==> src/rtl/nla_consts.svh <==
// Constants for the nibble logic and immediate datapath
// Notes on behaviour
// - Direct xor combines addressed memory nibble with result_holder into result_holder.
// - Starred direct logic ops write result to result_holder and the same memory location.
// - Indexed logic ops fetch the memory operand at indexed_pointer address.
// - Direct or combines addressed memory nibble with result_holder into result_holder.
// - Indexed or uses indexed nibble; starred form stores result at that address.
// - Indexed starred and writes result to result_holder and the indexed location.
// - Indexed xor uses indexed nibble; starred form writes result back there.
// - add_imm_with_carry sums working_operand, immediate and carry_bit into result_holder.
// - sub_imm_with_borrow sums working_operand, inverted immediate and carry_bit.
// - Starred immediate ops also write result into the selected working_operand.
// - add_imm_set_carry adds working_operand and immediate without incoming carry.
// - sub_imm_plain adds working_operand, inverted immediate and one.
// - Add and subtract immediate ops other than add_imm_keep_carry update carry_bit with the 4-bit carry out.
// - add_imm_keep_carry adds but leaves carry_bit unchanged.
// - and_imm ands working_operand with immediate; starred form writes working_operand.
// - xor_imm xors working_operand with immediate; starred form writes working_operand.
// - The immediate is a full 4-bit field, any code 0 to 15.
`ifndef NLA_CONSTS_SVH
`define NLA_CONSTS_SVH
`define NLA_NIB_W         4
`define NLA_ADDR_W        7
`define NLA_WREG_SEL_W    4
`define NLA_RESULT_RST    4'h0
`define NLA_CARRY_RST     1'h0
`endif

==> src/rtl/nla_pkg.sv <==
// Types shared by the nibble logic and immediate datapath
package nla_pkg;
    typedef enum logic [3:0] {
        NLA_OP_NONE,
        NLA_OP_XOR_MEM,
        NLA_OP_OR_MEM,
        NLA_OP_AND_MEM,
        NLA_OP_ADC_IMM,
        NLA_OP_SBC_IMM,
        NLA_OP_ADD_IMM,
        NLA_OP_SUB_IMM,
        NLA_OP_ADN_IMM,
        NLA_OP_AND_IMM,
        NLA_OP_XOR_IMM
    } nla_op_e;

    typedef struct packed {
        nla_op_e    op;
        logic       star;
        logic       indexed;
        logic [6:0] addr;
        logic [3:0] wsel;
        logic [3:0] imm;
    } nla_cmd_s;

    typedef struct packed {
        logic       we;
        logic [6:0] addr;
        logic [3:0] data;
    } nla_wr_s;
endpackage : nla_pkg

==> src/rtl/nla_logic_unit.sv <==
// Bitwise logic unit shared by memory and immediate forms
`timescale 1ns/1ns
module nla_logic_unit (
    input  wire nla_pkg::nla_op_e i_op,
    input  wire logic [3:0]       i_a,
    input  wire logic [3:0]       i_b,
    output logic      [3:0]       o_y,
    output logic                  o_is_logic
);
    always_comb begin
        o_y        = 4'h0;
        o_is_logic = 1'b1;
        unique case (i_op)
            nla_pkg::NLA_OP_XOR_MEM, nla_pkg::NLA_OP_XOR_IMM: o_y = i_a ^ i_b;
            nla_pkg::NLA_OP_OR_MEM:                          o_y = i_a | i_b;
            nla_pkg::NLA_OP_AND_MEM, nla_pkg::NLA_OP_AND_IMM: o_y = i_a & i_b;
            default: o_is_logic = 1'b0;
        endcase
    end
endmodule : nla_logic_unit

==> src/rtl/nla_adder.sv <==
// Four-bit adder with operand inversion and carry input
`timescale 1ns/1ns
module nla_adder (
    input  wire logic [3:0] i_a,
    input  wire logic [3:0] i_b,
    input  wire logic       i_invert,
    input  wire logic       i_cin,
    output logic      [3:0] o_sum,
    output logic            o_cout
);
    logic [4:0] sum5;
    always_comb begin
        sum5   = {1'b0, i_a} + {1'b0, (i_invert ? ~i_b : i_b)} + {4'h0, i_cin};
        o_sum  = sum5[3:0];
        o_cout = sum5[4];
    end
endmodule : nla_adder

==> src/rtl/nla_alu.sv <==
// Nibble logic and immediate arithmetic datapath top level
`timescale 1ns/1ns
`include "nla_consts.svh"
module nla_alu (
    input  wire logic             I_CLK,
    input  wire logic             I_RESET,
    input  wire nla_pkg::nla_cmd_s i_CMD,
    input  wire logic       [6:0] i_INDEX_PTR,
    input  wire logic       [3:0] i_MEM_RDATA,
    input  wire logic       [3:0] i_WREG_RDATA,
    output logic            [6:0] o_MEM_RADDR,
    output logic            [3:0] o_WREG_RSEL,
    output nla_pkg::nla_wr_s      o_MEM_WR,
    output logic                  o_WREG_WE,
    output logic            [3:0] o_WREG_WSEL,
    output logic            [3:0] o_WREG_WDATA,
    output logic            [3:0] o_RESULT,
    output logic                  o_CARRY
);
    // ************************************************************
    // Operand selection
    // ************************************************************
    logic [3:0] result_holder_q;
    logic       carry_bit_q;
    logic       is_mem_op;
    logic       is_imm_op;
    logic [3:0] logic_a;
    logic [3:0] logic_y;
    logic       logic_hit;
    logic [3:0] sum;
    logic       cout;
    logic       sub_sel;
    logic       cin;
    logic [3:0] result_d;
    logic       carry_d;

    function automatic logic op_is_mem(input nla_pkg::nla_op_e op);
        return (op == nla_pkg::NLA_OP_XOR_MEM) || (op == nla_pkg::NLA_OP_OR_MEM) ||
               (op == nla_pkg::NLA_OP_AND_MEM);
    endfunction : op_is_mem

    assign is_mem_op   = op_is_mem(i_CMD.op);
    assign is_imm_op   = (i_CMD.op != nla_pkg::NLA_OP_NONE) && !is_mem_op;
    // Indexed forms take the pointer, direct forms the decoded address
    assign o_MEM_RADDR = i_CMD.indexed ? i_INDEX_PTR : i_CMD.addr;
    assign o_WREG_RSEL = i_CMD.wsel;
    // Memory ops pair memory with result_holder, immediate ops pair wreg with imm
    assign logic_a     = is_mem_op ? i_MEM_RDATA : i_WREG_RDATA;

    nla_logic_unit u_logic (
        .i_op      (i_CMD.op),
        .i_a       (logic_a),
        .i_b       (is_mem_op ? result_holder_q : i_CMD.imm),
        .o_y       (logic_y),
        .o_is_logic(logic_hit)
    );

    // ************************************************************
    // Arithmetic
    // ************************************************************
    assign sub_sel = (i_CMD.op == nla_pkg::NLA_OP_SBC_IMM) ||
                     (i_CMD.op == nla_pkg::NLA_OP_SUB_IMM);

    always_comb begin
        unique case (i_CMD.op)
            nla_pkg::NLA_OP_ADC_IMM, nla_pkg::NLA_OP_SBC_IMM: cin = carry_bit_q;
            nla_pkg::NLA_OP_SUB_IMM:                          cin = 1'b1;
            default:                                          cin = 1'b0;
        endcase
    end

    nla_adder u_adder (
        .i_a     (i_WREG_RDATA),
        .i_b     (i_CMD.imm),
        .i_invert(sub_sel),
        .i_cin   (cin),
        .o_sum   (sum),
        .o_cout  (cout)
    );

    always_comb begin
        result_d = result_holder_q;
        carry_d  = carry_bit_q;
        if (logic_hit) begin
            result_d = logic_y;
        end else if (is_imm_op) begin
            result_d = sum;
            // Keep-carry add is the only arithmetic form that spares the flag
            if (i_CMD.op != nla_pkg::NLA_OP_ADN_IMM) begin
                carry_d = cout;
            end
        end
    end

    // ************************************************************
    // State
    // ************************************************************
    always_ff @(posedge I_CLK or posedge I_RESET) begin
        if (I_RESET) begin
            result_holder_q <= `NLA_RESULT_RST;
        end else begin
            result_holder_q <= result_d;
        end
    end

    always_ff @(posedge I_CLK or posedge I_RESET) begin
        if (I_RESET) begin
            carry_bit_q <= `NLA_CARRY_RST;
        end else begin
            carry_bit_q <= carry_d;
        end
    end

    // ************************************************************
    // Write-back, registered one cycle after the operation
    // ************************************************************
    always_ff @(posedge I_CLK or posedge I_RESET) begin
        if (I_RESET) begin
            o_MEM_WR <= '0;
        end else begin
            o_MEM_WR.we   <= is_mem_op && i_CMD.star;
            o_MEM_WR.addr <= o_MEM_RADDR;
            o_MEM_WR.data <= result_d;
        end
    end

    always_ff @(posedge I_CLK or posedge I_RESET) begin
        if (I_RESET) begin
            o_WREG_WE    <= 1'b0;
            o_WREG_WSEL  <= 4'h0;
            o_WREG_WDATA <= 4'h0;
        end else begin
            o_WREG_WE    <= is_imm_op && i_CMD.star;
            o_WREG_WSEL  <= i_CMD.wsel;
            o_WREG_WDATA <= result_d;
        end
    end

    assign o_RESULT = result_holder_q;
    assign o_CARRY  = carry_bit_q;
endmodule : nla_alu

==> config.mk <==
export PLATFORM = sky130hd
export DESIGN_NAME = nla_alu
export DESIGN_NICKNAME = d
export VERILOG_FILES = /design/src/rtl/nla_pkg.sv /design/src/rtl/nla_logic_unit.sv /design/src/rtl/nla_adder.sv /design/src/rtl/nla_alu.sv
export VERILOG_INCLUDE_DIRS = /design/src /design/src/rtl
export SDC_FILE = /design/constraint.sdc
export NUM_CORES = 1
export LEC_CHECK = 0
export ABC_AREA = 0
export BUFFER_PORTS_ARGS = -buffer_cell sky130_fd_sc_hd__buf_2
export CAP_MARGIN = 25
export CORE_UTILIZATION = 33
export DETAILED_ROUTE_END_ITERATION = 12
export SYNTH_ARGS = -nofsm -noshare
export SYNTH_HDL_FRONTEND = slang
export SYNTH_SLANG_ARGS = --single-unit
==> constraint.sdc <==
create_clock -name I_CLK -period 3.6 [get_ports I_CLK]
set_clock_uncertainty 0.1 [all_clocks]
set_input_delay 0.72 -clock I_CLK [delete_from_list [all_inputs] [get_ports I_CLK]]
set_output_delay 0.72 -clock I_CLK [all_outputs]
set_load 0.01 [all_outputs]
Yosys cells after proc, flatten, opt, wreduce, memory -nomap -nowiden. Index checks and enable logic that the tools add are counted.

Register bits: 18. Input port bits: 38. Output and inout port bits: 37.

$add $sub $neg: 2. Equality and inequality tests: 9. Mux-type cells: 9. Bitwise gates (word level): 5. Reduce and logical (&&, ||, !) cells: 14.

Operators with widths (count): $mux W4 (5); $eq A4 B3 Y1 const B (3); $pmux W4 S3 (1); $eq A4 B2 Y1 const B (2); $eq A4 B4 Y1 const B (2); $mux W7 (1); $reduce_or A2 Y1 (3); $add A4 B4 Y5 (1); $add A5 B1 Y5 (1); $reduce_or A5 Y1 (1); $and A4 B4 Y4 (1); $eq A4 B1 Y1 const B (1); $ne A4 B4 Y1 const B (1); $not A4 Y4 (1); $or A4 B4 Y4 (1); $reduce_bool A4 Y1 (1); $xor A4 B4 Y4 (1); $logic_and A1 B1 Y1 (3); $logic_or A1 B1 Y1 (3); $reduce_and A3 Y1 (1); $pmux W1 S2 (1); $reduce_bool A2 Y1 (1); $logic_not A1 Y1 (1); $mux W1 (1); $not A1 Y1 (1).

Longest topological paths before layout. Gate-level depths: netlist of the first run.

Depth after elaboration: 7. Gate-level depth with buffers: 10.

Cells and area by module. A second synthesis of the first run with hierarchy kept.

Cells, all modules: 124. Area total of the unflattened synthesis: 1345.0 µm².

Modules (own cells, without submodules): nla_alu (times used 1, cells an instance 72, area an instance 919.6 µm², sequential area each 450.4 µm²); nla_logic_unit (times used 1, cells an instance 33, area an instance 250.2 µm², sequential area each 0.0 µm²); nla_adder (times used 1, cells an instance 19, area an instance 175.2 µm², sequential area each 0.0 µm²).

Worst setup path before layout of the first run. No wires, ideal clock.

Path kind: input -> register. From: in i_CMD[19] (netlist name). To: reg o_WREG_WDATA[2]. Setup time: 126 ps. Arrival: 2812 ps. Required time: 3374 ps. Path slack: 562 ps. Stages: 8. Path buffers: 1. Cell sequence: buf_2 -> nor3_4 -> mux2_2 -> ha_1 -> mux2_1 -> or3_1 -> a211oi_1 -> o21ai_1.

Longest elaborated chain between the ends: 7.

Ends and longest elaborated chain: from (decl) (line nla_alu.sv:7) `input wire nla_pkg::nla_cmd_s i_CMD,`; $eq A4 B3 Y1 (tied with other cells) (line nla_alu.sv:61, nla_alu.sv:65); $logic_or A1 B1 Y1 (on tied branches) (line nla_alu.sv:61, nla_alu.sv:38); $mux W4 or $logic_or A1 B1 Y1 (tied branches) (line nla_adder.sv:13, nla_alu.sv:38); $add A4 B4 Y5 (tied with other cells) (line nla_adder.sv:13) `sum5 = {1'b0, i_a} + {1'b0, (i_invert ? ~i_b : i_b)} + {4'h0, i_cin};`; $add A5 B1 Y5 (tied with other cells) (line nla_adder.sv:13); $mux W4 or $pmux W4 S3 (tied branches) (line nla_alu.sv:86, nla_logic_unit.sv:13); $mux W4 (line nla_alu.sv:84) `if (logic_hit) begin`; to (signal assigned) (line nla_alu.sv:135) `o_WREG_WDATA <= result_d;`; to (decl) (line nla_alu.sv:16) `output logic [3:0] o_WREG_WDATA,`.

Parallel ways exist; a longest one is shown, timed or not. The select of a mux whose other input is x is not followed. A chain may end at the register's enable or synchronous reset.

Worst setup path after layout of the first run.
From: in i_CMD[17] (netlist name). To: reg o_WREG_WDATA[2].

The elaborated chain is that of the path after synthesis.

==> results of run 1 <==
cell usage in the layout (no fill, tap or decap), drive strengths merged, types with 2 or more instances in the layout:
master	n
a211oi	3
a21oi	4
a31oi	2
buf	78
clkbuf	4
dfrtp	18
fa	2
ha	11
inv	13
mux2	13
mux2i	5
nand2	5
nand2b	2
nor2	7
nor2b	2
nor3	4
o21ai	9
o22ai	2
or3	2
xnor2	4
xor2	3
kinds of logic after synthesis:
family / Yosys count
AOI/OAI and AO/OA: 26
buffers and inverters: 31
adders and majority gates: 14
muxes: 18
and+or+nand+nor: 28
DFF: 18
xor gates and xnor gates: 7
worst reg2reg max path, stage by stage (launching register included):
cell and delay, ps:
sky130_fd_sc_hd__dfrtp_1 400, sky130_fd_sc_hd__mux2i_1 130, sky130_fd_sc_hd__nor3b_1 80, sky130_fd_sc_hd__fa_1 430, sky130_fd_sc_hd__inv_1 90, sky130_fd_sc_hd__fa_1 450
sky130_fd_sc_hd__nand2_1 80, sky130_fd_sc_hd__o31ai_1 60, sky130_fd_sc_hd__a221oi_1 270
area by class of cell:
cell class	instances	share of cell area [%]
inverter	13	2.74
clock buffer	4	3.09
tap	50	3.51
timing repair buffer	78	22.5
sequential	18	25.3
multi-input combinational	93	42.9
synth_stat cells, types with 2 or more instances:
cell type / instances
sky130_fd_sc_hd__dfrtp_1: 18
sky130_fd_sc_hd__buf_4: 14
sky130_fd_sc_hd__inv_1: 13
sky130_fd_sc_hd__mux2_2: 12
sky130_fd_sc_hd__ha_1: 11
sky130_fd_sc_hd__nor2_1: 7
sky130_fd_sc_hd__o21ai_0: 6
sky130_fd_sc_hd__mux2i_1: 5
sky130_fd_sc_hd__nand2_1: 5
sky130_fd_sc_hd__a21oi_1: 4
sky130_fd_sc_hd__xnor2_1: 4
sky130_fd_sc_hd__a211oi_1: 3
sky130_fd_sc_hd__nor3_1: 3
sky130_fd_sc_hd__o21ai_1: 3
sky130_fd_sc_hd__xor2_1: 3
sky130_fd_sc_hd__a31oi_1: 2
sky130_fd_sc_hd__buf_2: 2
sky130_fd_sc_hd__clkbuf_1: 2
sky130_fd_sc_hd__fa_1: 2
sky130_fd_sc_hd__nand2b_1: 2
sky130_fd_sc_hd__nor2b_1: 2
sky130_fd_sc_hd__o22ai_1: 2
sky130_fd_sc_hd__or3_1: 2
registers in the layout, summed over array words and instances, names as in the netlist:
| name | cells |
|---|---|
| o_MEM_WR | 8 |
| o_WREG_WE | 1 |
| o_WREG_WDATA | 4 |
| o_CARRY | 1 |
| o_WREG_WSEL | 4 |
worst paths after layout:
| kind | endpoint | startpoint | slack [ps] |
|---|---|---|---|
| max | o_WREG_WDATA[2] | i_CMD[17] | 710 |
| min | o_MEM_WR[6] | I_RESET | 460 |
| max reg2reg | o_WREG_WDATA[1] | o_CARRY | 1420 |
| min reg2reg | o_CARRY | o_CARRY | 460 |
| max in group asynchronous | o_MEM_WR[7] | I_RESET | 2510 |
| min in group I_CLK | o_CARRY | o_CARRY | 460 |
metal layers:
layer | wire length [um] | track usage (%)
met3 | 248 | 1.71
met5 | 0 | 0
met4 | 29 | 3.99
met2 | 1410 | 24.5
met1 | 1450 | 19.4
power groups by stage:
| stage | combinational, mW | sequential (mW) | clock, mW |
|---|---|---|---|
| after floorplan | 0.151 | 0.253 | 0 |
| final | 0.224 | 0.243 | 0.160 |
| after global placement | 0.225 | 0.247 | 0 |
| after global routing | 0.256 | 0.247 | 0.172 |
| after detailed placement | 0.226 | 0.248 | 0 |
| after CTS | 0.227 | 0.244 | 0.166 |
stage by stage:
| step | worst slack, ps | hold WS, ps |
|---|---|---|
| floorplan | 562 | 468 |
| global placement | 475 | 452 |
| detailed placement | 474 | 450 |
| CTS | 741 | 474 |
| global route | 555 | 485 |
| finish | 715 | 456 |
==> results.ini, run 1 <==
[setup_path]
path_class = in -> reg
number_of_buffers_and_inverters_on_the_critical_path = 1
critical-path-max-stage-delay_ps = 460
crit_slowest_cell = sky130_fd_sc_hd__nor2_1
worst_path_dominant_cell_family = simple AND/OR/NAND/NOR gates
r2r_cells = 8
worst_setup_path_end_kind = register
critical_path.startpoint_type = input port
worst_ep_required_time_ps = 3640
critical_path_peak_fanout = 6
critical_path_cell_count = 9
worstPathArrival_ps = 2920
worstPathCellList = buf_2, nor2_1, nor3_4, mux2_2, ha_1, mux2_1, or3_1, a211oi_1, o21ai_1

[final_layout]
ff_latch_area_um2 = 450
final_util_pct = 44.2
final_cell_area_um2 = 1780
final_layout_size_suffix_gt1_share_pct = 46.6
nets = 258
multi_input_comb_area_um2 = 764
fill_cells = 397
areaGrowthSynthToFinish_pct = 28.5
layout.cells.non_filler = 256
antenna_cells_inserted = 0

[synth]
main_combinational_cell_family_by_area_after_synthesis = multiplexers
synth.avg_cell_area_um2 = 9.76
synth_top_area_share_pct = 32.5
synthSimpleGateAreaFrac_pct = 11.3
async_reset_ff_share_pct = 100
synth_top_flop_cell = sky130_fd_sc_hd__dfrtp_1
syn-instance-count = 142
ys.warnings.count = 0
postSynthRegisterBits = 18
synth_area_leader_cell = sky130_fd_sc_hd__dfrtp_1
ys_seq_area_share_pct = 32.5
synth_enable_flop_cells = 0
syn-cell-area_um2 = 1390
synthMuxAreaShare_pct = 14.2
synthXorXnorAreaFrac_pct = 4.42
synthesis.nets = 193
synth-compound-area-share_pct = 11.7
synth.distinct_cells = 38
synthTopCellsByArea = sky130_fd_sc_hd__dfrtp_1, sky130_fd_sc_hd__ha_1, sky130_fd_sc_hd__mux2_2, sky130_fd_sc_hd__buf_4, sky130_fd_sc_hd__mux2i_1
synthAdderAreaFrac_pct = 13.5

[timing]
finalSetupViolations = 0
finalWorstPathRequiredPeriod_ps = 2890
fin_crit_sh_pct = 80.1
hold_violations_final = 0
rsz0062_at_grt = false
slew-limit-headroom_pct = 55.4
worst-slew-pin-transition_ps = 668
fmaxAchievable_mhz = 347
drv_slew = 0
setup_total_negative_slack_ps = 0

[placement]
numPlacedInstances = 252
placement.cell_area_um2 = 1730
placement.io_buffers = 74
detailed_place_hpwl_mm = 2.60
gp_congestion = 0.812

[power]
p_int_mw = 0.426
netSwitchingFraction_pct = 32.0
vdd_drop_max_mv = 0.152
clock_power_share_pct = 25.5
power.static_leakage_nw = 0.924
total_switching_power_mw = 0.201
p_comb_share_pct = 35.7
overall_power_mw = 0.627
power.density_nw_per_um2 = 352
sequentialPowerShare_pct = 38.8

[drt]
drc_errors = 0
final_ant_viol_nets = 0
drt-vias-per-instance = 4.74
route.final.wire_length_mm = 3.14
detailedRoute.firstIterationViolations = 16
wl_per_cell_um = 12.3
drt-pass1-iter-count = 4
vias = 1214

[grt]
grt_use_total_pct = 14.5
grt_first_pass_wirelength_mm = 4.86
first_global_vias = 1065
grt_start_max_net_pins = 24
overflow_after_grt = 0
grt_antenna_before_repair = 0

[die]
die_h_um = 66.8
coreArea_um2 = 4030
io_pins = 75
placement_rows = 23
die_x_um = 66.8
initial_standard_cell_utilization_of_the_core_pct = 34.4
fp.dieArea_um2 = 4460

[cts]
clock_insertion_delay_worst_skew_ps = 240
post_cts_resized = 0
cts_buffer_count = 3
register_clock_pin_slew_on_the_reported_worst_setup_and_hold_paths_ps = 70
number_of_hold_repair_buffers_added_at_the_cts_stage = 0
cts_sinks = 18
cts_root_buffer = sky130_fd_sc_hd__clkbuf_8
postCtsSetupRepairBufs = 0
h_tree_lvls = 1
tritoncts_clock_tree = built
max-clock-path-buffers = 2

[status]
outcome = finished clean

[flow_run]
max-cap-violations = 0

[min_path]
worst_hold_path_type = in -> async

No activity file was read; power rests on OpenSTA's default activity.
==> run 2, diff against run 1 <==
Clock period 3.6 ns to 2.85 ns, I/O delays scaled along.
==> run 2 against run 1 <==
Against the previous run: via count decreased by 2.4%; sequential cell count unchanged; final area increased by 1.9%; setup slack got worse by 460 ps; routed wire length decreased by 1.6%; worst hold slack got worse by 140 ps; sequential share of layout area decreased by 0.47 points; non-clock buffer count increased by 4.
==> results.ini, run 2 (synthesis results as in run 1) <==
[setup_path]
path_class = in -> reg
worstPathArrival_ps = 2610  ; -310 ps
worst_setup_path_end_kind = register
critical_path.startpoint_type = input port
crit_slowest_cell = sky130_fd_sc_hd__mux2_2
worst_ep_required_time_ps = 2870  ; -770 ps
worstPathCellList = buf_2, nor3_4, mux2_2, inv_1, ha_1, mux2_2, or3_1, a211oi_1, a221oi_1
critical-path-max-stage-delay_ps = 400  ; -60 ps
path_common_cell = sky130_fd_sc_hd__mux2_2
critical_path_peak_fanout = 6  ; unchanged

[die]
io_pins = 75  ; unchanged
fp.dieArea_um2 = 4460  ; unchanged
die_h_um = 66.8  ; unchanged
coreArea_um2 = 4030  ; unchanged
die_x_um = 66.8  ; unchanged
initial_standard_cell_utilization_of_the_core_pct = 34.4  ; unchanged
placement_rows = 23  ; unchanged

[drt]
drt-vias-per-instance = 4.56  ; -3.9%
vias = 1185  ; -2.4%
route.final.wire_length_mm = 3.09  ; -1.6%
final_ant_viol_nets = 0  ; unchanged
wl_per_cell_um = 11.9  ; -3.1%
detailedRoute.firstIterationViolations = 21  ; +5
drc_errors = 0  ; unchanged
drt-pass1-iter-count = 3  ; -1

[final_layout]
final_cell_mix = sky130_fd_sc_hd__buf_2, sky130_fd_sc_hd__dfrtp_1, sky130_fd_sc_hd__inv_1, sky130_fd_sc_hd__mux2_2, sky130_fd_sc_hd__ha_1
largest_register_ffs = 8  ; unchanged
areaGrowthSynthToFinish_pct = 31.0
layout.cells.non_filler = 260  ; +1.6%
final_cell_area_um2 = 1820  ; +1.9%
fill_cells = 410  ; +3.3%
layout.cells.most_common = sky130_fd_sc_hd__buf_2
final_layout_size_suffix_gt1_share_pct = 47.6  ; +1.0 points
top_register = o_MEM_WR
antenna_cells_inserted = 0  ; unchanged
nets = 262  ; +1.6%
largest_registers = o_MEM_WR x8, o_WREG_WDATA x4, o_WREG_WSEL x4

[grt]
grt_antenna_before_repair = 0  ; unchanged
grt_start_max_net_pins = 22  ; -8.3%
grt_use_total_pct = 14.3  ; -0.21 points
grt_first_pass_wirelength_mm = 4.88  ; +0.29%
first_global_vias = 1084  ; +1.8%
overflow_after_grt = 0  ; unchanged

[flow_run]
max-cap-violations = 0  ; unchanged

[min_path]
worst_hold_path_type = in -> async

[timing]
worst-slew-pin-transition_ps = 663  ; -4.46 ps
finalWorstPathRequiredPeriod_ps = 2590
slew-limit-headroom_pct = 55.7  ; +0.30 points
drv_slew = 0  ; unchanged
rsz0062_at_grt = false
finalHoldWorstSlack_ps = 314  ; -142 ps
hold_violations_final = 0  ; unchanged
fin_crit_sh_pct = 90.9
fmaxAchievable_mhz = 386
finalSetupViolations = 0  ; unchanged

[power]
overall_power_mw = 0.787  ; +26%
vdd_drop_max_mv = 0.136  ; -10%
power.static_leakage_nw = 0.948  ; +2.6%
power.density_nw_per_um2 = 433  ; +23%

[placement]
placement.cell_area_um2 = 1760  ; +2.0%
detailed_place_hpwl_mm = 2.64  ; +1.7%
placement.io_buffers = 74  ; unchanged
gp_congestion = 0.790  ; -2.7%
numPlacedInstances = 256  ; +1.6%

[cts]
max-clock-path-buffers = 2  ; unchanged
tritoncts_clock_tree = built
clock_insertion_delay_worst_skew_ps = 240  ; about the same
post_cts_resized = 0  ; unchanged
cts_buffer_count = 3  ; unchanged
h_tree_lvls = 1  ; unchanged
cts_sinks = 18  ; unchanged
postCtsSetupRepairBufs = 0  ; unchanged
cts_root_buffer = sky130_fd_sc_hd__clkbuf_8
register_clock_pin_slew_on_the_reported_worst_setup_and_hold_paths_ps = 60  ; about the same
number_of_hold_repair_buffers_added_at_the_cts_stage = 0  ; unchanged

[status]
outcome = finished clean

[run 2: cell count changes in the layout (fill, tap and decap cells not counted), sizes merged]
cell	change
buf	+4
[run 2: worst max-delay path: cells and delay by family]
kind / cells / cell delay, ps
muxes: 2 / 660
AOI/OAI and AO/OA: 2 / 310
buffers and inverters: 2 / 180
and+or+nand+nor: 2 / 660
adders and majority gates: 1 / 230
[run 2: final timing paths]
path | endpoint | slack (ps) | from | depth (start not counted)
max | o_WREG_WDATA[1] | 260 | i_CMD[20] | 9
min | o_WREG_WDATA[1] | 310 | I_RESET | 2
max reg2reg | o_WREG_WDATA[1] | 750 | o_CARRY | 8
min reg2reg | o_CARRY | 460 | o_CARRY | 1
max in group asynchronous | o_MEM_WR[8] | 1910 | I_RESET | 2
min in group I_CLK | o_WREG_WSEL[0] | 340 | i_CMD[4] | 1
[run 2: per-stage QoR]
stage	util [%]	setup WS, ps	TNS (ps)
CTS	45.1	245	0
global placement	43.7	47.6	0
finish	45.1	258	0
floorplan	-	2.99	0
detailed placement	43.7	-18.7	-24.0
global route	45.1	132	0
[run 2: final cells by class]
type | count | area [um^2] | share of cell area (%)
multi-input cells | 93 | 768 | 42.3
repair buffers | 82 | 430 | 23.7
inverters | 13 | 48.8 | 2.69
well taps | 50 | 62.6 | 3.45
clock buffers | 4 | 55.1 | 3.03
flip-flops and latches | 18 | 450 | 24.8
[run 2: power by group]
group          total, mW  switching [mW]  internal (mW)  leakage [nW]
registers          0.306          0.0240          0.282         0.212
clock network      0.195          0.0725          0.122        0.0288
logic              0.286           0.148          0.138         0.707
[run 2: metal layers]
layer | wire [um] | track usage [%] | up-vias
met1 | 1430 | 18.9 | 512
met3 | 238 | 1.37 | 4
met5 | 0 | 0 | -
met4 | 28 | 4.26 | 0
met2 | 1390 | 24.5 | 60
li1 | - | - | 609
==> run 3, diff against run 2 <==
Settings changed: SYNTH_HIERARCHICAL set to 1.
==> run 3 against run 2 <==
Against the previous run: critical path type unchanged; core utilization grew 2.0 points; largest power group unchanged; setup slack gained 120 ps; critical path depth is the same; synthesized cell count shrank 13%; worst hold slack lost 4.4 ps; highest routed layer unchanged; sequential share of layout area grew 0.58 points.
==> results.ini, run 3 <==
[synth]
syn-instance-count = 124  ; -13%
synth_area_leader_cell = sky130_fd_sc_hd__dfrtp_1
async_reset_ff_share_pct = 100  ; unchanged
synth_enable_flop_cells = 0  ; unchanged
synth_commonest_cells = sky130_fd_sc_hd__dfrtp_1, sky130_fd_sc_hd__inv_1, sky130_fd_sc_hd__buf_4
synth_top_area_share_pct = 33.5  ; +1.0 points
ys.warnings.count = 6  ; +6
synthTopCellsByArea = sky130_fd_sc_hd__dfrtp_1, sky130_fd_sc_hd__ha_1, sky130_fd_sc_hd__mux2_4, sky130_fd_sc_hd__buf_4, sky130_fd_sc_hd__mux2_2
synth.avg_cell_area_um2 = 10.8  ; +11%
syn-cell-area_um2 = 1350  ; -3.0%
synth_most_common_cell = sky130_fd_sc_hd__dfrtp_1
ys_seq_area_share_pct = 33.5  ; +1.0 points
synth_top_flop_cell = sky130_fd_sc_hd__dfrtp_1
synth.distinct_cells = 31  ; -18%
synthesis.nets = 175  ; -9.3%
postSynthRegisterBits = 18  ; unchanged

[final_layout]
largest_registers = o_MEM_WR x8, o_WREG_WDATA x4, o_WREG_WSEL x4
final_layout_size_suffix_gt1_share_pct = 54.6  ; +7.0 points
largest_register_ffs = 8  ; unchanged
fill_cells = 388  ; -5.4%
antenna_cells_inserted = 0  ; unchanged
layout.cells.most_common = sky130_fd_sc_hd__buf_2
nets = 246  ; -6.1%
final_cell_mix = sky130_fd_sc_hd__buf_2, sky130_fd_sc_hd__dfrtp_1, sky130_fd_sc_hd__inv_1, sky130_fd_sc_hd__ha_1
top_register = o_MEM_WR
final_util_pct = 47.0  ; +2.0 points
areaGrowthSynthToFinish_pct = 31.9

[placement]
gp_congestion = 0.797  ; +0.91%
detailed_place_hpwl_mm = 2.55  ; -3.5%
placement.io_buffers = 74  ; unchanged

[die]
coreArea_um2 = 3770  ; -6.4%
placement_rows = 22  ; -4.3%
die_h_um = 65.8  ; -1.5%
initial_standard_cell_utilization_of_the_core_pct = 35.7  ; +1.3 points
io_pins = 75  ; unchanged
fp.dieArea_um2 = 4330  ; -2.9%
die_x_um = 65.8  ; -1.5%

[setup_path]
worst_ep_required_time_ps = 2890  ; +20 ps
worst_setup_path_end_kind = register
critical_path_peak_fanout = 10  ; +4
worstPathArrival_ps = 2510  ; -100 ps
path_class = in -> reg
critical_path.startpoint_type = input port
timing.reg2reg.setup_slack_ps = 750  ; about the same

[drt]
final_ant_viol_nets = 0  ; unchanged
route.final.wire_length_mm = 3.08  ; -0.42%
vias = 1118  ; -5.7%
drt-vias-per-instance = 4.62  ; +1.4%
drc_errors = 0  ; unchanged
detailedRoute.firstIterationViolations = 23  ; +9.5%
drt-pass1-iter-count = 4  ; +1
wl_per_cell_um = 12.7  ; +7.0%

[cts]
max-clock-path-buffers = 2  ; unchanged
h_tree_lvls = 1  ; unchanged
cts_buffer_count = 3  ; unchanged
clock_insertion_delay_worst_skew_ps = 250  ; about the same
register_clock_pin_slew_on_the_reported_worst_setup_and_hold_paths_ps = 70  ; about the same
cts_root_buffer = sky130_fd_sc_hd__clkbuf_8
post_cts_resized = 0  ; unchanged
tritoncts_clock_tree = built
number_of_hold_repair_buffers_added_at_the_cts_stage = 0  ; unchanged
postCtsSetupRepairBufs = 0  ; unchanged
cts_sinks = 18  ; unchanged

[min_path]
worst_hold_path_type = in -> async

[timing]
finalSetupViolations = 0  ; unchanged
setup_total_negative_slack_ps = 0  ; unchanged
drv_slew = 0  ; unchanged
worst-slew-pin-transition_ps = 767  ; +104 ps
finalWorstPathRequiredPeriod_ps = 2470  ; -117 ps
fmaxAchievable_mhz = 404  ; +4.7%
fin_crit_sh_pct = 86.8  ; -4.1 points
hold_violations_final = 0  ; unchanged
slew-limit-headroom_pct = 48.7  ; -7.0 points
rsz0062_at_grt = false

[status]
outcome = finished clean

[power]
clock_power_share_pct = 26.0  ; +1.3 points
power.static_leakage_nw = 0.980  ; +3.4%
vdd_drop_max_mv = 0.283  ; +110%
p_int_mw = 0.546  ; +0.74%
total_switching_power_mw = 0.245  ; +0.13%
sequentialPowerShare_pct = 38.5  ; -0.4 points
p_comb_share_pct = 35.5  ; -0.8 points
netSwitchingFraction_pct = 31.0  ; -0.13 points
power.density_nw_per_um2 = 446  ; +2.9%

[flow_run]
max-cap-violations = 0  ; unchanged

[grt]
grt_antenna_before_repair = 0  ; unchanged
overflow_after_grt = 0  ; unchanged
first_global_vias = 1109  ; +2.3%
grt_use_total_pct = 15.3  ; +0.97 points
grt_start_max_net_pins = 19  ; -14%
grt_first_pass_wirelength_mm = 4.97  ; +1.8%

==> run 3: cell types whose count changed after synthesis, sizes merged, moves of 3 or more <==
| cell | before | now |
|---|---|---|
| a211oi | 3 | 0 |
| a221o | 0 | 4 |
| buf | 16 | 13 |
| mux2 | 13 | 16 |
| nor3 | 4 | 1 |
| o21ai | 9 | 6 |
==> run 3: routing by layer <==
layer	wire [um]	part of all wire [%]	vias up	track usage (%)
met4	57	1.9	0	6.25
met1	1210	39	533	16.6
met5	0	0	-	0
met3	123	4.0	6	2.76
li1	-	-	549	-
met2	1690	55	30	28.7
==> run 3: worst paths after layout <==
kind / startpoint / end / cells past startpoint
setup / recovery: i_CMD[17] / o_CARRY / 9
hold / removal: I_RESET / o_WREG_WSEL[3] / 2
setup reg to reg: o_CARRY / o_CARRY / 9
hold reg to reg: o_CARRY / o_CARRY / 1
max in group asynchronous: I_RESET / o_MEM_WR[8] / 2
min in group I_CLK: i_CMD[4] / o_WREG_WSEL[0] / 1
==> run 3: worst max-delay path, cell delays in order <==
cell	delay, ps
sky130_fd_sc_hd__buf_2	150
sky130_fd_sc_hd__nor3b_1	340
sky130_fd_sc_hd__xnor2_1	190
sky130_fd_sc_hd__fa_1	190
sky130_fd_sc_hd__inv_1	60
sky130_fd_sc_hd__fa_1	390
sky130_fd_sc_hd__a21o_2	200
sky130_fd_sc_hd__a21o_1	160
sky130_fd_sc_hd__mux2_2	250
==> run 3: layout make-up <==
cell class	instances	area [um^2]	area share, %
inverter	14	52.6	2.96
tap	48	60.1	3.39
sequential	18	450	25.4
multi-input combinational	77	733	41.3
clock buffer	4	55.1	3.10
timing repair buffer	81	423	23.8
==> run 3: cells by family after synthesis <==
| group | share of synthesized area [%] |
|---|---|
| compound gates | 9.02 |
| mux | 19.3 |
| buf+inv | 12.0 |
| simple gates | 8.37 |
| fa+ha+maj | 13.2 |
| xor+xnor | 4.56 |
| flops | 33.5 |
==> run 3: power by group through the flow <==
stage / clock, mW / sequential [mW] / combinational (mW)
global route: 0.224 / 0.310 / 0.311
floorplan: 0 / 0.322 / 0.183
detailed placement: 0 / 0.311 / 0.285
CTS: 0.213 / 0.306 / 0.286
global placement: 0 / 0.309 / 0.277
finish: 0.206 / 0.305 / 0.281
==> run 3: per-stage QoR <==
stage          cell area [um^2]  power, mW  cells  setup slack (ps)  hold slack, ps
6_report                   1770      0.791    242               375             310
5_1_grt                    1770      0.845    242               247             324
4_1_cts                    1770      0.805    242               389             324
3_5_place_dp               1720      0.596    238               127             452
3_3_place_gp               1720      0.586    238               184             437
2_1_floorplan              1350      0.505    124               116             409
